### config.mk
export PLATFORM = sky130hd
export DESIGN_NAME = ocdst_decode
export DESIGN_NICKNAME = d
export VERILOG_FILES = /design/src/shared/ocdst_pkg.sv /design/src/rtl/ocdst_state_sum.sv /design/src/rtl/ocdst_decode.sv
export SDC_FILE = /design/constraint.sdc
export NUM_CORES = 1
export LEC_CHECK = 0
export BUFFER_PORTS_ARGS = -buffer_cell sky130_fd_sc_hd__buf_2
export CAP_MARGIN = 20
export CORE_MARGIN = 5
export CORE_UTILIZATION = 56
export DETAILED_ROUTE_END_ITERATION = 12
export PLACE_DENSITY = 0.87
export SYNTH_ARGS = -nofsm -noshare
export SYNTH_HDL_FRONTEND = slang
export SYNTH_HIERARCHICAL = 1
export SYNTH_SLANG_ARGS = --single-unit
export TNS_END_PERCENT = 1
### constraint.sdc
create_clock -name sys_clk -period 2.2 [get_ports sys_clk]
set_clock_uncertainty 0.2 [all_clocks]
set_input_delay 0.44 -clock sys_clk [delete_from_list [all_inputs] [get_ports sys_clk]]
set_output_delay 0.44 -clock sys_clk [all_outputs]
set_load 0.005 [all_outputs]
### src/shared/ocdst_pkg.sv
// Constants and types for the opcode decode and state accounting block.
// Assumes a single sys_clk domain and an asynchronous active-low reset.
package ocdst_pkg;
	localparam int OP_HI_BIT    = 15;
	localparam int OP_LO_BIT    = 8;
	localparam int SEL_BIT      = 7;
	localparam int CNT_W        = 8;
	localparam int STATE_W      = 12;
	localparam logic [1:0] S_MEM_ACCESS = 2'h2;
	localparam logic [1:0] S_INTERNAL   = 2'h1;
	localparam logic [1:0] S_PERIPH_FAST = 2'h2;
	localparam logic [1:0] S_PERIPH_SLOW = 2'h3;
	localparam logic [7:0]  OP_RESET     = 8'h00;
	localparam logic        SEL_RESET    = 1'b0;
	localparam logic [STATE_W-1:0] STATES_RESET = 12'h000;

	typedef enum logic [4:0] {
		OCD_NOP, OCD_SLEEP, OCD_CTRL_REG, OCD_ADD, OCD_ADDX, OCD_SUB, OCD_SUBX,
		OCD_CMP, OCD_INCDEC, OCD_ADJ, OCD_SHIFT, OCD_ROTATE, OCD_LOGIC,
		OCD_UNARY, OCD_BRANCH, OCD_MULDIV, OCD_RETURN, OCD_CALL, OCD_JUMP,
		OCD_BIT, OCD_BLOCK_MOVE, OCD_DATA_TRANSFER_OP, OCD_UNDEF
	} ocdst_class_t;

	localparam ocdst_class_t CLASS_RESET = OCD_NOP;
endpackage

### src/rtl/ocdst_state_sum.sv
// Weighted sum of cycle counts into execution states.
// Assumes counts are stable for the cycle they are presented.
module ocdst_state_sum
	import ocdst_pkg::*;
#(
	parameter int CW = ocdst_pkg::CNT_W,
	parameter int SW = ocdst_pkg::STATE_W
) (
	input  wire logic [CW-1:0] cnt_fetch,
	input  wire logic [CW-1:0] cnt_branch,
	input  wire logic [CW-1:0] cnt_stack,
	input  wire logic [CW-1:0] cnt_byte,
	input  wire logic [CW-1:0] cnt_word,
	input  wire logic [CW-1:0] cnt_internal,
	input  wire logic          byte_periph,
	input  wire logic          periph_slow,
	output logic      [SW-1:0] states
);
	// Full-scale counts at costs summing to twelve need four extra bits
	if (SW < CW + 4) begin : g_width_chk
		$error("state width too small");
	end
	logic [1:0]    s_byte;
	logic [SW-1:0] sum;
	assign s_byte = byte_periph ? (periph_slow ? S_PERIPH_SLOW : S_PERIPH_FAST)
	                            : S_MEM_ACCESS;
	// weighted state sum; memory and internal costs
	always_comb begin
		sum = SW'(cnt_fetch) * SW'(S_MEM_ACCESS)
		    + SW'(cnt_branch) * SW'(S_MEM_ACCESS)
		    + SW'(cnt_stack) * SW'(S_MEM_ACCESS)
		    + SW'(cnt_byte) * SW'(s_byte)
		    + SW'(cnt_word) * SW'(S_MEM_ACCESS)
		    + SW'(cnt_internal) * SW'(S_INTERNAL);
	end
	assign states = sum;
endmodule

### src/rtl/ocdst_decode.sv
// Opcode decode front end with registered class and state total.
// Assumes instruction word and cycle counts are synchronous to sys_clk.
module ocdst_decode
	import ocdst_pkg::*;
(
	input  wire logic                           sys_clk,
	input  wire logic                           rst_b,
	input  wire logic                           word_valid,
	input  wire logic [15:0]                    instr_word,
	input  wire logic [ocdst_pkg::CNT_W-1:0]   cnt_fetch,
	input  wire logic [ocdst_pkg::CNT_W-1:0]   cnt_branch,
	input  wire logic [ocdst_pkg::CNT_W-1:0]   cnt_stack,
	input  wire logic [ocdst_pkg::CNT_W-1:0]   cnt_byte,
	input  wire logic [ocdst_pkg::CNT_W-1:0]   cnt_word,
	input  wire logic [ocdst_pkg::CNT_W-1:0]   cnt_internal,
	input  wire logic                           byte_periph,
	input  wire logic                           periph_slow,
	output logic                                dec_valid,
	output ocdst_pkg::ocdst_class_t             op_class,
	output logic                                second_pick,
	output logic [7:0]                          opcode,
	output logic [ocdst_pkg::STATE_W-1:0]      exec_states
);
	import ocdst_pkg::*;

	logic [7:0]          op_byte;
	logic [3:0]          hi_nib;
	logic [3:0]          lo_nib;
	logic                sel;
	ocdst_class_t        cls_d;
	ocdst_class_t        cls_q;
	logic                valid_q;
	logic                sel_q;
	logic [7:0]          opcode_q;
	logic [STATE_W-1:0]  states_d;
	logic [STATE_W-1:0]  states_q;

	assign op_byte = instr_word[OP_HI_BIT:OP_LO_BIT];
	assign hi_nib  = op_byte[7:4];
	assign lo_nib  = op_byte[3:0];
	assign sel     = instr_word[SEL_BIT];

	// Dual-entry cells resolve to one class here; sel is exported for the operand stage
	always_comb begin
		cls_d = OCD_UNDEF;
		unique case (hi_nib)
			4'h0: begin
				unique case (lo_nib)
					4'h0: cls_d = OCD_NOP;
					4'h1: cls_d = OCD_SLEEP;
					4'h2, 4'h3, 4'h4, 4'h5, 4'h6, 4'h7: cls_d = OCD_CTRL_REG;
					4'h8, 4'h9: cls_d = OCD_ADD;
					4'hA: cls_d = OCD_INCDEC;
					4'hB: cls_d = OCD_ADD;
					// push and pop share move codes
					4'hC, 4'hD: cls_d = OCD_DATA_TRANSFER_OP;
					4'hE: cls_d = OCD_ADDX;
					4'hF: cls_d = OCD_ADJ;
				endcase
			end
			4'h1: begin
				unique case (lo_nib)
					4'h0, 4'h1: cls_d = OCD_SHIFT;
					4'h2, 4'h3: cls_d = OCD_ROTATE;
					4'h4, 4'h5, 4'h6: cls_d = OCD_LOGIC;
					4'h7: cls_d = OCD_UNARY;
					4'h8, 4'h9, 4'hB: cls_d = OCD_SUB;
					4'hA: cls_d = OCD_INCDEC;
					4'hC, 4'hD: cls_d = OCD_CMP;
					4'hE: cls_d = OCD_SUBX;
					4'hF: cls_d = OCD_ADJ;
				endcase
			end
			4'h2, 4'h3: cls_d = OCD_DATA_TRANSFER_OP;
			4'h4: cls_d = OCD_BRANCH;
			4'h5: begin
				unique case (lo_nib)
					4'h0, 4'h1: cls_d = OCD_MULDIV;
					4'h4, 4'h6: cls_d = OCD_RETURN;
					4'h5, 4'hC, 4'hD, 4'hE, 4'hF: cls_d = OCD_CALL;
					4'h9, 4'hA, 4'hB: cls_d = OCD_JUMP;
					default: cls_d = OCD_UNDEF;
				endcase
			end
			4'h6, 4'h7: begin
				if (lo_nib >= 4'h8 && lo_nib <= 4'hA && hi_nib == 4'h6)
					cls_d = OCD_DATA_TRANSFER_OP;
				else if (hi_nib == 4'h7 && lo_nib == 4'hB)
					cls_d = OCD_BLOCK_MOVE;
				else if (hi_nib == 4'h6 && lo_nib >= 4'hB)
					cls_d = OCD_DATA_TRANSFER_OP;
				else if (lo_nib <= 4'h7 || lo_nib >= 4'hC)
					cls_d = OCD_BIT;
				else
					cls_d = OCD_UNDEF;
			end
			4'h8: cls_d = OCD_ADD;
			4'h9: cls_d = OCD_ADDX;
			4'hA: cls_d = OCD_CMP;
			4'hB: cls_d = OCD_SUBX;
			4'hC, 4'hD, 4'hE: cls_d = OCD_LOGIC;
			4'hF: cls_d = OCD_DATA_TRANSFER_OP;
		endcase
	end

	ocdst_state_sum #(
		.CW(CNT_W),
		.SW(STATE_W)
	) u_sum (
		.cnt_fetch    (cnt_fetch),
		.cnt_branch   (cnt_branch),
		.cnt_stack    (cnt_stack),
		.cnt_byte     (cnt_byte),
		.cnt_word     (cnt_word),
		.cnt_internal (cnt_internal),
		.byte_periph  (byte_periph),
		.periph_slow  (periph_slow),
		.states       (states_d)
	);

	always_ff @(posedge sys_clk or negedge rst_b) begin
		if (!rst_b) begin
			valid_q <= 1'b0;
		end else begin
			valid_q <= word_valid;
		end
	end

	// Held between words so the operand stage may read them late
	// bit 7 zero first entry; bit 7 one second entry
	always_ff @(posedge sys_clk or negedge rst_b) begin
		if (!rst_b) begin
			cls_q    <= CLASS_RESET;
			sel_q    <= SEL_RESET;
			opcode_q <= OP_RESET;
		end else if (word_valid) begin
			cls_q    <= cls_d;
			sel_q    <= sel;
			opcode_q <= op_byte;
		end
	end

	always_ff @(posedge sys_clk or negedge rst_b) begin
		if (!rst_b) begin
			states_q <= STATES_RESET;
		end else if (word_valid) begin
			states_q <= states_d;
		end
	end

	assign dec_valid   = valid_q;
	assign op_class    = cls_q;
	assign second_pick = sel_q;
	assign opcode      = opcode_q;
	assign exec_states = states_q;
endmodule

Yosys cells after proc, flatten, opt, wreduce, memory -nomap -nowiden
Memories as Yosys holds them, arrays and structs flattened.
Index checks and enable logic that the tools add are counted.
- memories kept: 3
- ROM bits: 224
- register bits: 27
- logic and storage cells: 51
- bits of input ports: 69
- equality and inequality tests: 16
- $lt $le $gt $ge: 5
- multipliers: 1
- multiplexer cells: 7
- reductions and logical operators: 9
- add/sub/neg operators: 5
- memory list (name ; depth ; bits a word ; read ports ; clocked after Yosys merged registers in ; write ports ; RTL line ; RTL):
    (name not given) ; 16 ; 5 ; 1 ; 0 ; 0 ; ocdst_decode.sv:48 ; unique case (lo_nib)
    (name not given) ; 16 ; 5 ; 1 ; 0 ; 0 ; ocdst_decode.sv:77 ; unique case (lo_nib)
    (name not given) ; 16 ; 4 ; 1 ; 0 ; 0 ; ocdst_decode.sv:62 ; unique case (lo_nib)
- operators with widths (kind ; count):
    $pmux 5 s11 ; 1
    $eq 4x4->1 const B ; 9
    $add 12x9->12 ; 2
    $eq 4x3->1 const B ; 4
    $add 12x10->12 ; 1
    $add 12x8->12 ; 1
    $ge 4x4->1 const B ; 3
    $mux 3 ; 4
    $add 9x9->10 ; 1
    $mul 8x2->10 ; 1
    $eq 4x2->1 const B ; 2
    $reduce_or 3->1 ; 2
    $eq 4x1->1 const B ; 1
    $le 4x3->1 const B ; 1
    $le 4x4->1 const B ; 1
    $logic_and 1x1->1 ; 4
    $logic_not 4->1 ; 1
    $mux 2 ; 1
    $reduce_or 2->1 ; 1
    $logic_or 1x1->1 ; 1
    $mux 1 ; 1

Longest topological paths before layout
Gate-level depths: netlist of run 1.
- word-level depth: 7
- gate-level depth with buffers: 17
- depth with buffers taken out: 16

Cells and area by module
Netlist of run 1, hierarchy kept.
- modules (own cells, without submodules) (module ; area each (µm²) ; sequential area each (µm²) ; times used ; cells an instance):
    ocdst_state_sum ; 1501.4 ; 0.0 ; 1 ; 172
    ocdst_decode ; 1462.7 ; 675.6 ; 1 ; 135

Worst setup path after synthesis of run 1
OpenSTA, ideal clock, no wires.
- kind: input -> register
- from: input port byte_periph
- to: register states_q[8] (netlist: exec_states[8])
- data required time: 1875 ps
- cell stages on the path: 16
- path slack: -2440 ps
- arrival: 4316 ps
- cell sequence: and2_1 clkbuf_1 nand2_1 fa_1 inv_1 fa_1 inv_1 fa_1 inv_1 fa_1 fa_1 a21o_1 a21oi_2 o211ai_1 xor2_1 mux2_2
- longest elaborated chain between the ends: 5
- ends and longest elaborated chain (item ; RTL line ; RTL):
    start, declared ; ocdst_decode.sv:16 ; input wire logic byte_periph,
    $mux 2 ; ocdst_state_sum.sv:25 ; assign s_byte = byte_periph ? (periph_slow ? S_PERIPH_SLOW : S_PERIPH_FAST)
    $mul 8x2->10 ; ocdst_state_sum.sv:32 ; + SW'(cnt_byte) * SW'(s_byte)
    $add 12x10->12 ; ocdst_state_sum.sv:32 ;
    $add 12x9->12 ; ocdst_state_sum.sv:33 ; + SW'(cnt_word) * SW'(S_MEM_ACCESS)
    $add 12x8->12 ; ocdst_state_sum.sv:34 ; + SW'(cnt_internal) * SW'(S_INTERNAL);
    net states_d[8] ; ocdst_decode.sv:35 ; logic [STATE_W-1:0] states_d;
    end signal, assigned ; ocdst_decode.sv:147 ; states_q <= states_d;
    end, declared ; ocdst_decode.sv:36 ; logic [STATE_W-1:0] states_q;
The timed path passes the listed nets, and every way through them passes these cells.
A chain may end at the register's enable or synchronous reset.

Worst setup path in the final report of run 1
Ends and elaborated chain as after synthesis.

==> results of run 1 <==
placed cells by master, fill, tap and decap left out, types with 2 or more instances in the layout:
| cell type | n |
|---|---|
| xor2_1 | 3 |
| nand4_1 | 4 |
| a21oi_4 | 2 |
| nand2_2 | 2 |
| clkbuf_8 | 3 |
| buf_2 | 86 |
| o31ai_1 | 2 |
| nor2b_1 | 6 |
| inv_2 | 3 |
| o21a_1 | 3 |
| o2111ai_1 | 3 |
| a21oi_1 | 6 |
| a31oi_1 | 2 |
| nand3b_1 | 2 |
| ha_1 | 9 |
| buf_4 | 24 |
| o211ai_1 | 3 |
| nor2_1 | 7 |
| inv_1 | 76 |
| mux2_2 | 18 |
| xnor2_1 | 4 |
| ha_4 | 6 |
| dfrtp_1 | 27 |
| nand2_1 | 18 |
| o21ai_0 | 9 |
| fa_1 | 33 |
| mux2_4 | 3 |
| nand2b_1 | 7 |
| buf_6 | 3 |
| o21ai_1 | 2 |
| a21o_1 | 3 |
| fa_2 | 4 |
| a211oi_2 | 2 |
layout make-up:
type,instances,area share [%]
clock buffers,3,1.09
clock inverters,1,0.132
inverters,79,7.82
multi-input cells,187,53.6
flip-flops and latches,27,17.8
well taps,70,2.31
repair buffers,114,17.2
report_power, final:
| part | switching (mW) | internal (mW) | leakage, nW |
|---|---|---|---|
| registers | 0.0741 | 0.644 | 0.317 |
| logic | 1.55 | 1.77 | 1.63 |
| clock network | 0.153 | 0.127 | 0.0255 |
flip-flops by register name (all words and copies together), names as in the netlist:
| register | count |
|---|---|
| exec_states | 12 |
| second_pick | 1 |
| op_class | 5 |
| opcode | 8 |
| dec_valid | 1 |
layer usage:
| metal | GRT usage, % | vias to the layer above | part of all wire (%) |
|---|---|---|---|
| met4 | 4.08 | 0 | 1.5 |
| met1 | 26.2 | 1235 | 38 |
| met5 | 0 | - | 0 |
| li1 | - | 1183 | - |
| met3 | 2.82 | 13 | 5.6 |
| met2 | 39.7 | 98 | 55 |
path summary, 6_finish.rpt:
| check | startpoint | endpoint | slack (ns) | cells after the start |
|---|---|---|---|---|
| max | byte_periph | exec_states[8] | -1.91 | 16 |
| min | instr_word[7] | second_pick | 0.19 | 2 |
| max reg2reg | exec_states[10] | exec_states[10] | 1.21 | 1 |
| min reg2reg | op_class[4] | op_class[4] | 0.31 | 1 |
| max in group asynchronous | rst_b | exec_states[5] | 0.91 | 2 |
| min in group asynchronous | rst_b | dec_valid | 0.50 | 2 |
through the flow:
stage                     cell area (um2)  TNS [ns]  total power [mW]  instances  hold slack [ns]
after floorplan                      3010    -19.56              2.61        307          -0.0556
after global placement               3580    -20.77              3.42        472            0.259
after detailed placement             3580    -21.64              3.58        472            0.279
after CTS                            3730    -17.27              4.12        479            0.192
after global routing                 3790    -18.48              4.73        481            0.197
final                                3790    -17.33              4.32        481            0.194
worst max-delay path: stages:
cell and delay, ns:
buf_6 0.07, and2_4 0.18, nand2_2 0.06, fa_1 0.48, inv_1 0.05, fa_1 0.49, inv_2 0.04, fa_1 0.49
inv_1 0.05, fa_1 0.48, fa_2 0.36, a21o_1 0.19, a21oi_4 0.16, o211ai_1 0.13, xor2_1 0.15, mux2_4 0.26
kinds of logic after synthesis:
group                    after synthesis  synth area share (%)
buffers and inverters                 93                  13.5
AO/OA/AOI/OAI                         49                  12.3
multiplexers                          21                  7.98
adder cells (fa/ha/maj)               52                  31.3
flip-flops                            27                  22.8
AND/OR/NAND/NOR                       58                  9.96
XOR/XNOR                               7                  2.07
what timing repair did:
item                                    4_1_cts  5_1_grt
gates resized for setup                      11       14
setup buffers                                 2        2
endpoints found under the setup margin       11       11
hold buffers                                  1        0
gates cloned                                  0        0
hold endpoints to repair                     27        0
pin swaps                                    22       19
==> results by group, run 1 <==
Outcome
  – Status: finished with violations
  – Failing checks: setup timing

Logic synthesis
  – Synth unique cells: 52
  – Cell area after synthesis: ~3000 um2
  – Prevailing post-synth register cell: dfrtp_1
  – Yosys top cell area share: 25.0%
  – Post-synth EDFFs: 0
  – Most common cell in the synthesized netlist: inv_1
  – Seq/Total Area, Yosys: 22.8%
  – Yosys Warn Count: 6
  – Synth top cells by count: inv_1 (79), fa_1 (37), dfrtp_1 (27)
  – Post-synthesis register bit count: 27
  – Syn_area_per_cell: 9.66 um2
  – Synth top area cells: fa_1 (25%), dfrtp_1 (23%), inv_1 (10%)
  – Leading area contributor after synthesis: fa_1
  – Async set or reset register ratio after synthesis: 100%
  – Post-Syn Instances: around 300
  – Mapped Nets: 428

CTS
  – Reg clk slew, reported paths: ~0.090 ns
  – CTS H-tree depth: 1
  – Later-pin clock latency in the skew report: 0.27 ns
  – Sink Count: 27
  – CTS tree: built
  – Total CTS buffers: 3
  – Root Buffer: clkbuf_8
  – Clock Path Buffers: 2

Setup path
  – Required @ worst endpoint: ~2.2 ns
  – Worst-path maximum fanout: 6
  – Worst Setup Path Type: in -> reg
  – Data arrival, critical path: just over 4 ns
  – CP endpoint kind: flip-flop
  – Critical Path Source Type: primary input

Route
  – Drt first pass iters: 4
  – WL final: about 7000 um
  – DRC viols: 0
  – Drt wl/cell: about 15 um
  – Initial DRC Count: 128
  – Total number of vias: 2529
  – Detailed-route vias per instance: 5.26
  – ANT nets after route: 0

GRT
  – Largest net degree at the start of global routing: 28
  – Grt total ovfl: 0
  – Initial antenna violation count: 0
  – GRT Resource Usage Total: between 20% and 30%
  – First-pass GRT wire length: approximately 11000 um
  – Vias in the first global route: 2553

Finish
  – Reg area: 676 um2
  – Share of post-route cells with drive strength above 1: about 40%
  – Multi-input logic area: about 2000 um2
  – Layout area overhead: 28.0%
  – Fin util: roughly three quarters
  – # diodes: 0
  – # fillers: between 300 and 400
  – Nets@finish: ~530

Timing
  – Max Slew Vio Count: 0
  – Min Tclk post-route: between 4 and 5 ns
  – Final Hold Violating Endpoints: 0
  – Final Cycle Share: 187%
  – Fmax: ~240 MHz
  – Final setup viols: 11
  – Slew @ Worst Pin: ~0.60 ns
  – Relative slew margins: 60.1%
  – RSZ-0062 raised after global routing: yes
  – Final worst slack: -1.91 ns

Power
  – Cell Pwr Density: 1140 nW/um2
  – Static leakage: between 1.5 and 2 nW
  – Peak VDD IR: just under 1000 uV

Die
  – Die Footprint: approximately 6800 um2
  – Starting Density: around 58%
  – Die Y: 82.8 um
  – Core Box Area: 5140 um2
  – # IOs: 96
  – Row cnt: 26
  – Die Wd: between 80 and 90 um

Placed design
  – Global placer's final weighted congestion: roughly 0.88
  – Pre-CTS setup slack: -2.36 ns
  – Hpwl dp: approximately 5400 um
  – # port buffers: slightly below 90

Run
  – Max-cap violations: 0

Hold path
  – Worst Hold Class: in -> reg
No activity file was read; power rests on OpenSTA's default activity.
==> inputs of run 2 (changes only) <==
--- a/config.mk
+++ b/config.mk
@@ -7,6 +7,7 @@
 export LEC_CHECK = 0
 export BUFFER_PORTS_ARGS = -buffer_cell sky130_fd_sc_hd__buf_2
 export CAP_MARGIN = 20
+export CORE_ASPECT_RATIO = 0.6
 export CORE_MARGIN = 5
 export CORE_UTILIZATION = 56
 export DETAILED_ROUTE_END_ITERATION = 12
==> run 2 against run 1 <==
The run still ends with setup timing left. First-iteration DRC count up 52%. Clock-buffer cell count unchanged. Sequential power hardly changed. Clock power increased by 1%. Die area increased by 0.69%. Total power is 6.6% lower. Fmax shrank 1.0%. Utilization down 1.6 points. Largest cell class unchanged.
==> results by group, run 2 (synthesized netlist as in run 1, its figures left out) <==
CTS
  – CTS tree: built
  – Clock Path Buffers: 2 (unchanged)
  – Sink Count: 27 (unchanged)
  – Later-pin clock latency in the skew report: 0.27 ns (about the same)
  – Root Buffer: clkbuf_8
  – Total CTS buffers: 3 (unchanged)
  – CTS H-tree depth: 1 (unchanged)
  – Reg clk slew, reported paths: 0.09 ns (about the same)

Route
  – ANT nets after route: 0 (unchanged)
  – Drt first pass iters: 4 (unchanged)
  – Initial DRC Count: 194 (+52%)
  – DRC viols: 0 (unchanged)
  – Total number of vias: 2394 (-5.3%)
  – Detailed-route vias per instance: 5.07 (-3.5%)
  – Drt wl/cell: 14.2 um (-3.0%)
  – WL final: 6690 um (-4.8%)

Outcome
  – Status: finished with violations
  – Failing checks: setup timing

Timing
  – Slew @ Worst Pin: 0.612 ns (+0.0128 ns)
  – Max Slew Vio Count: 0 (unchanged)
  – Final Cycle Share: 189% (+1.9 points)
  – Min Tclk post-route: 4.16 ns (+0.0425 ns)
  – Final hold slack: 0.193 ns (-0.000462 ns)
  – Final setup viols: 11 (unchanged)
  – Final worst slack: -1.96 ns (-0.0425 ns)
  – Relative slew margins: 59.2% (-0.85 points)
  – Final Hold Violating Endpoints: 0 (unchanged)
  – Fmax: 241 MHz (-1.0%)
  – RSZ-0062 raised after global routing: yes

Hold path
  – Hold worst-path end: second_pick
  – Hold path depth: 2 (unchanged)
  – Worst Hold Launch: instr_word[7]
  – Worst Hold Class: in -> reg

Finish
  – Largest register FFs: 12 (unchanged)
  – # fillers: 384 (+2.4%)
  – Fin util: 72.3% (-1.6 points)
  – Most common cell after layout, fill and taps aside: buf_2
  – Nets@finish: 528 (-0.94%)
  – Most frequent cells in the layout: buf_2 (86), inv_1 (78), fa_1 (35)
  – # diodes: 0 (unchanged)
  – Share of post-route cells with drive strength above 1: 37.2% (-3.0 points)
  – Layout area overhead: 24.4%

Placed design
  – Global placer's final weighted congestion: 0.945 (+7.9%)
  – Hpwl dp: 5540 um (+1.9%)
  – # port buffers: 88 (unchanged)

Die
  – Row cnt: 20 (-23%)
  – Die Y: 66.4 um (-20%)
  – Core Box Area: 5100 um2 (-0.68%)
  – Die Wd: 104 um (+26%)
  – # IOs: 96 (unchanged)
  – Starting Density: 58.1% (+0.40 points)
  – Die Footprint: 6900 um2 (+0.69%)

Setup path
  – Data arrival, critical path: 4.12 ns (+0.04 ns)
  – Worst-path maximum fanout: 5 (-1)
  – R2r endpoint: exec_states[0]
  – Required @ worst endpoint: 2.17 ns (about the same)
  – Critical Path Source Type: primary input
  – Reg-to-Reg Start: exec_states[0]
  – Reg2Reg Depth: 1 (unchanged)
  – CP endpoint kind: flip-flop
  – Reg2reg setup slack: 1.23 ns (+0.02 ns)
  – Worst Setup Path Type: in -> reg

GRT
  – Grt total ovfl: 0 (unchanged)
  – Initial antenna violation count: 0 (unchanged)
  – GRT Resource Usage Total: 20.9% (-0.39 points)
  – First-pass GRT wire length: 11700 um (+4.4%)
  – Largest net degree at the start of global routing: 28 (unchanged)
  – Vias in the first global route: 2505 (-1.9%)

Power
  – Peak VDD IR: 781 uV (-21%)
  – Static leakage: 1.94 nW (-1.8%)
  – Cell Pwr Density: 1090 nW/um2 (-4.0%)

Run
  – Max-cap violations: 0 (unchanged)
run 2: worst max-delay path, stage by stage:
cell	delay, ns
buf_6	0.07
and2_4	0.19
buf_12	0.11
nand2_1	0.06
fa_1	0.48
inv_1	0.06
fa_1	0.52
inv_1	0.05
fa_1	0.46
fa_1	0.50
inv_1	0.07
ha_4	0.24
a21oi_2	0.14
o22ai_2	0.10
o41ai_2	0.25
xnor2_1	0.11
mux2_2	0.26
run 2: final cells by class:
type	instances	area (um2)	area share (%)
multi-input cells	187	1960	53.2
repair buffers	109	626	17.0
clock inverters	1	5.00	0.136
clock buffers	3	41.3	1.12
flip-flops and latches	27	676	18.3
well taps	66	82.6	2.24
inverters	79	297	8.04
run 2: stage by stage:
step	power [mW]	setup TNS, ns	setup WS [ns]	area [um2]	instances
floorplan	2.61	-19.56	-2.18	3010	307
global placement	3.43	-20.82	-2.26	3560	466
detailed placement	3.58	-21.97	-2.39	3560	466
CTS	4.03	-17.61	-2.00	3680	472
global route	4.45	-18.55	-2.07	3690	472
finish	4.04	-17.38	-1.96	3690	472
run 2: what timing repair did:
action | in CTS | in global routing
buffers inserted | 1 | 0
pin swaps | 22 | 11
endpoints found under the hold margin | 27 | 0
hold buffers | 1 | 0
endpoints found under the setup margin | 11 | 11
gates resized for setup | 6 | 3
run 2: report_power, final:
part	internal, mW	total (mW)	switching [mW]	leakage [nW]
Sequential	0.644	0.715	0.0714	0.317
Combinational	1.63	3.04	1.41	1.59
Clock	0.127	0.284	0.157	0.0255
Total	2.40	4.04	1.64	1.94
run 2: layer usage:
| metal | GRT usage, % | up-vias | wire, um |
|---|---|---|---|
| met3 | 5.07 | 10 | 473 |
| li1 | - | 1176 | - |
| met2 | 35.2 | 92 | 3100 |
| met1 | 28.0 | 1116 | 3040 |
| met5 | 0 | - | 0 |
| met4 | 3.55 | 0 | 84 |
run 2: worst max path at each step:
| stage | startpoint | to | slack [ns] | cells after the start |
|---|---|---|---|---|
| 2_1_floorplan | byte_periph | exec_states[8] | -2.18 | 16 |
| 3_3_place_gp | byte_periph | exec_states[8] | -2.26 | 16 |
| 3_5_place_dp | byte_periph | exec_states[8] | -2.39 | 16 |
| 4_1_cts | periph_slow | exec_states[8] | -2.00 | 17 |
| 5_1_grt | byte_periph | exec_states[9] | -2.07 | 16 |
| 6_report | byte_periph | exec_states[9] | -1.96 | 17 |
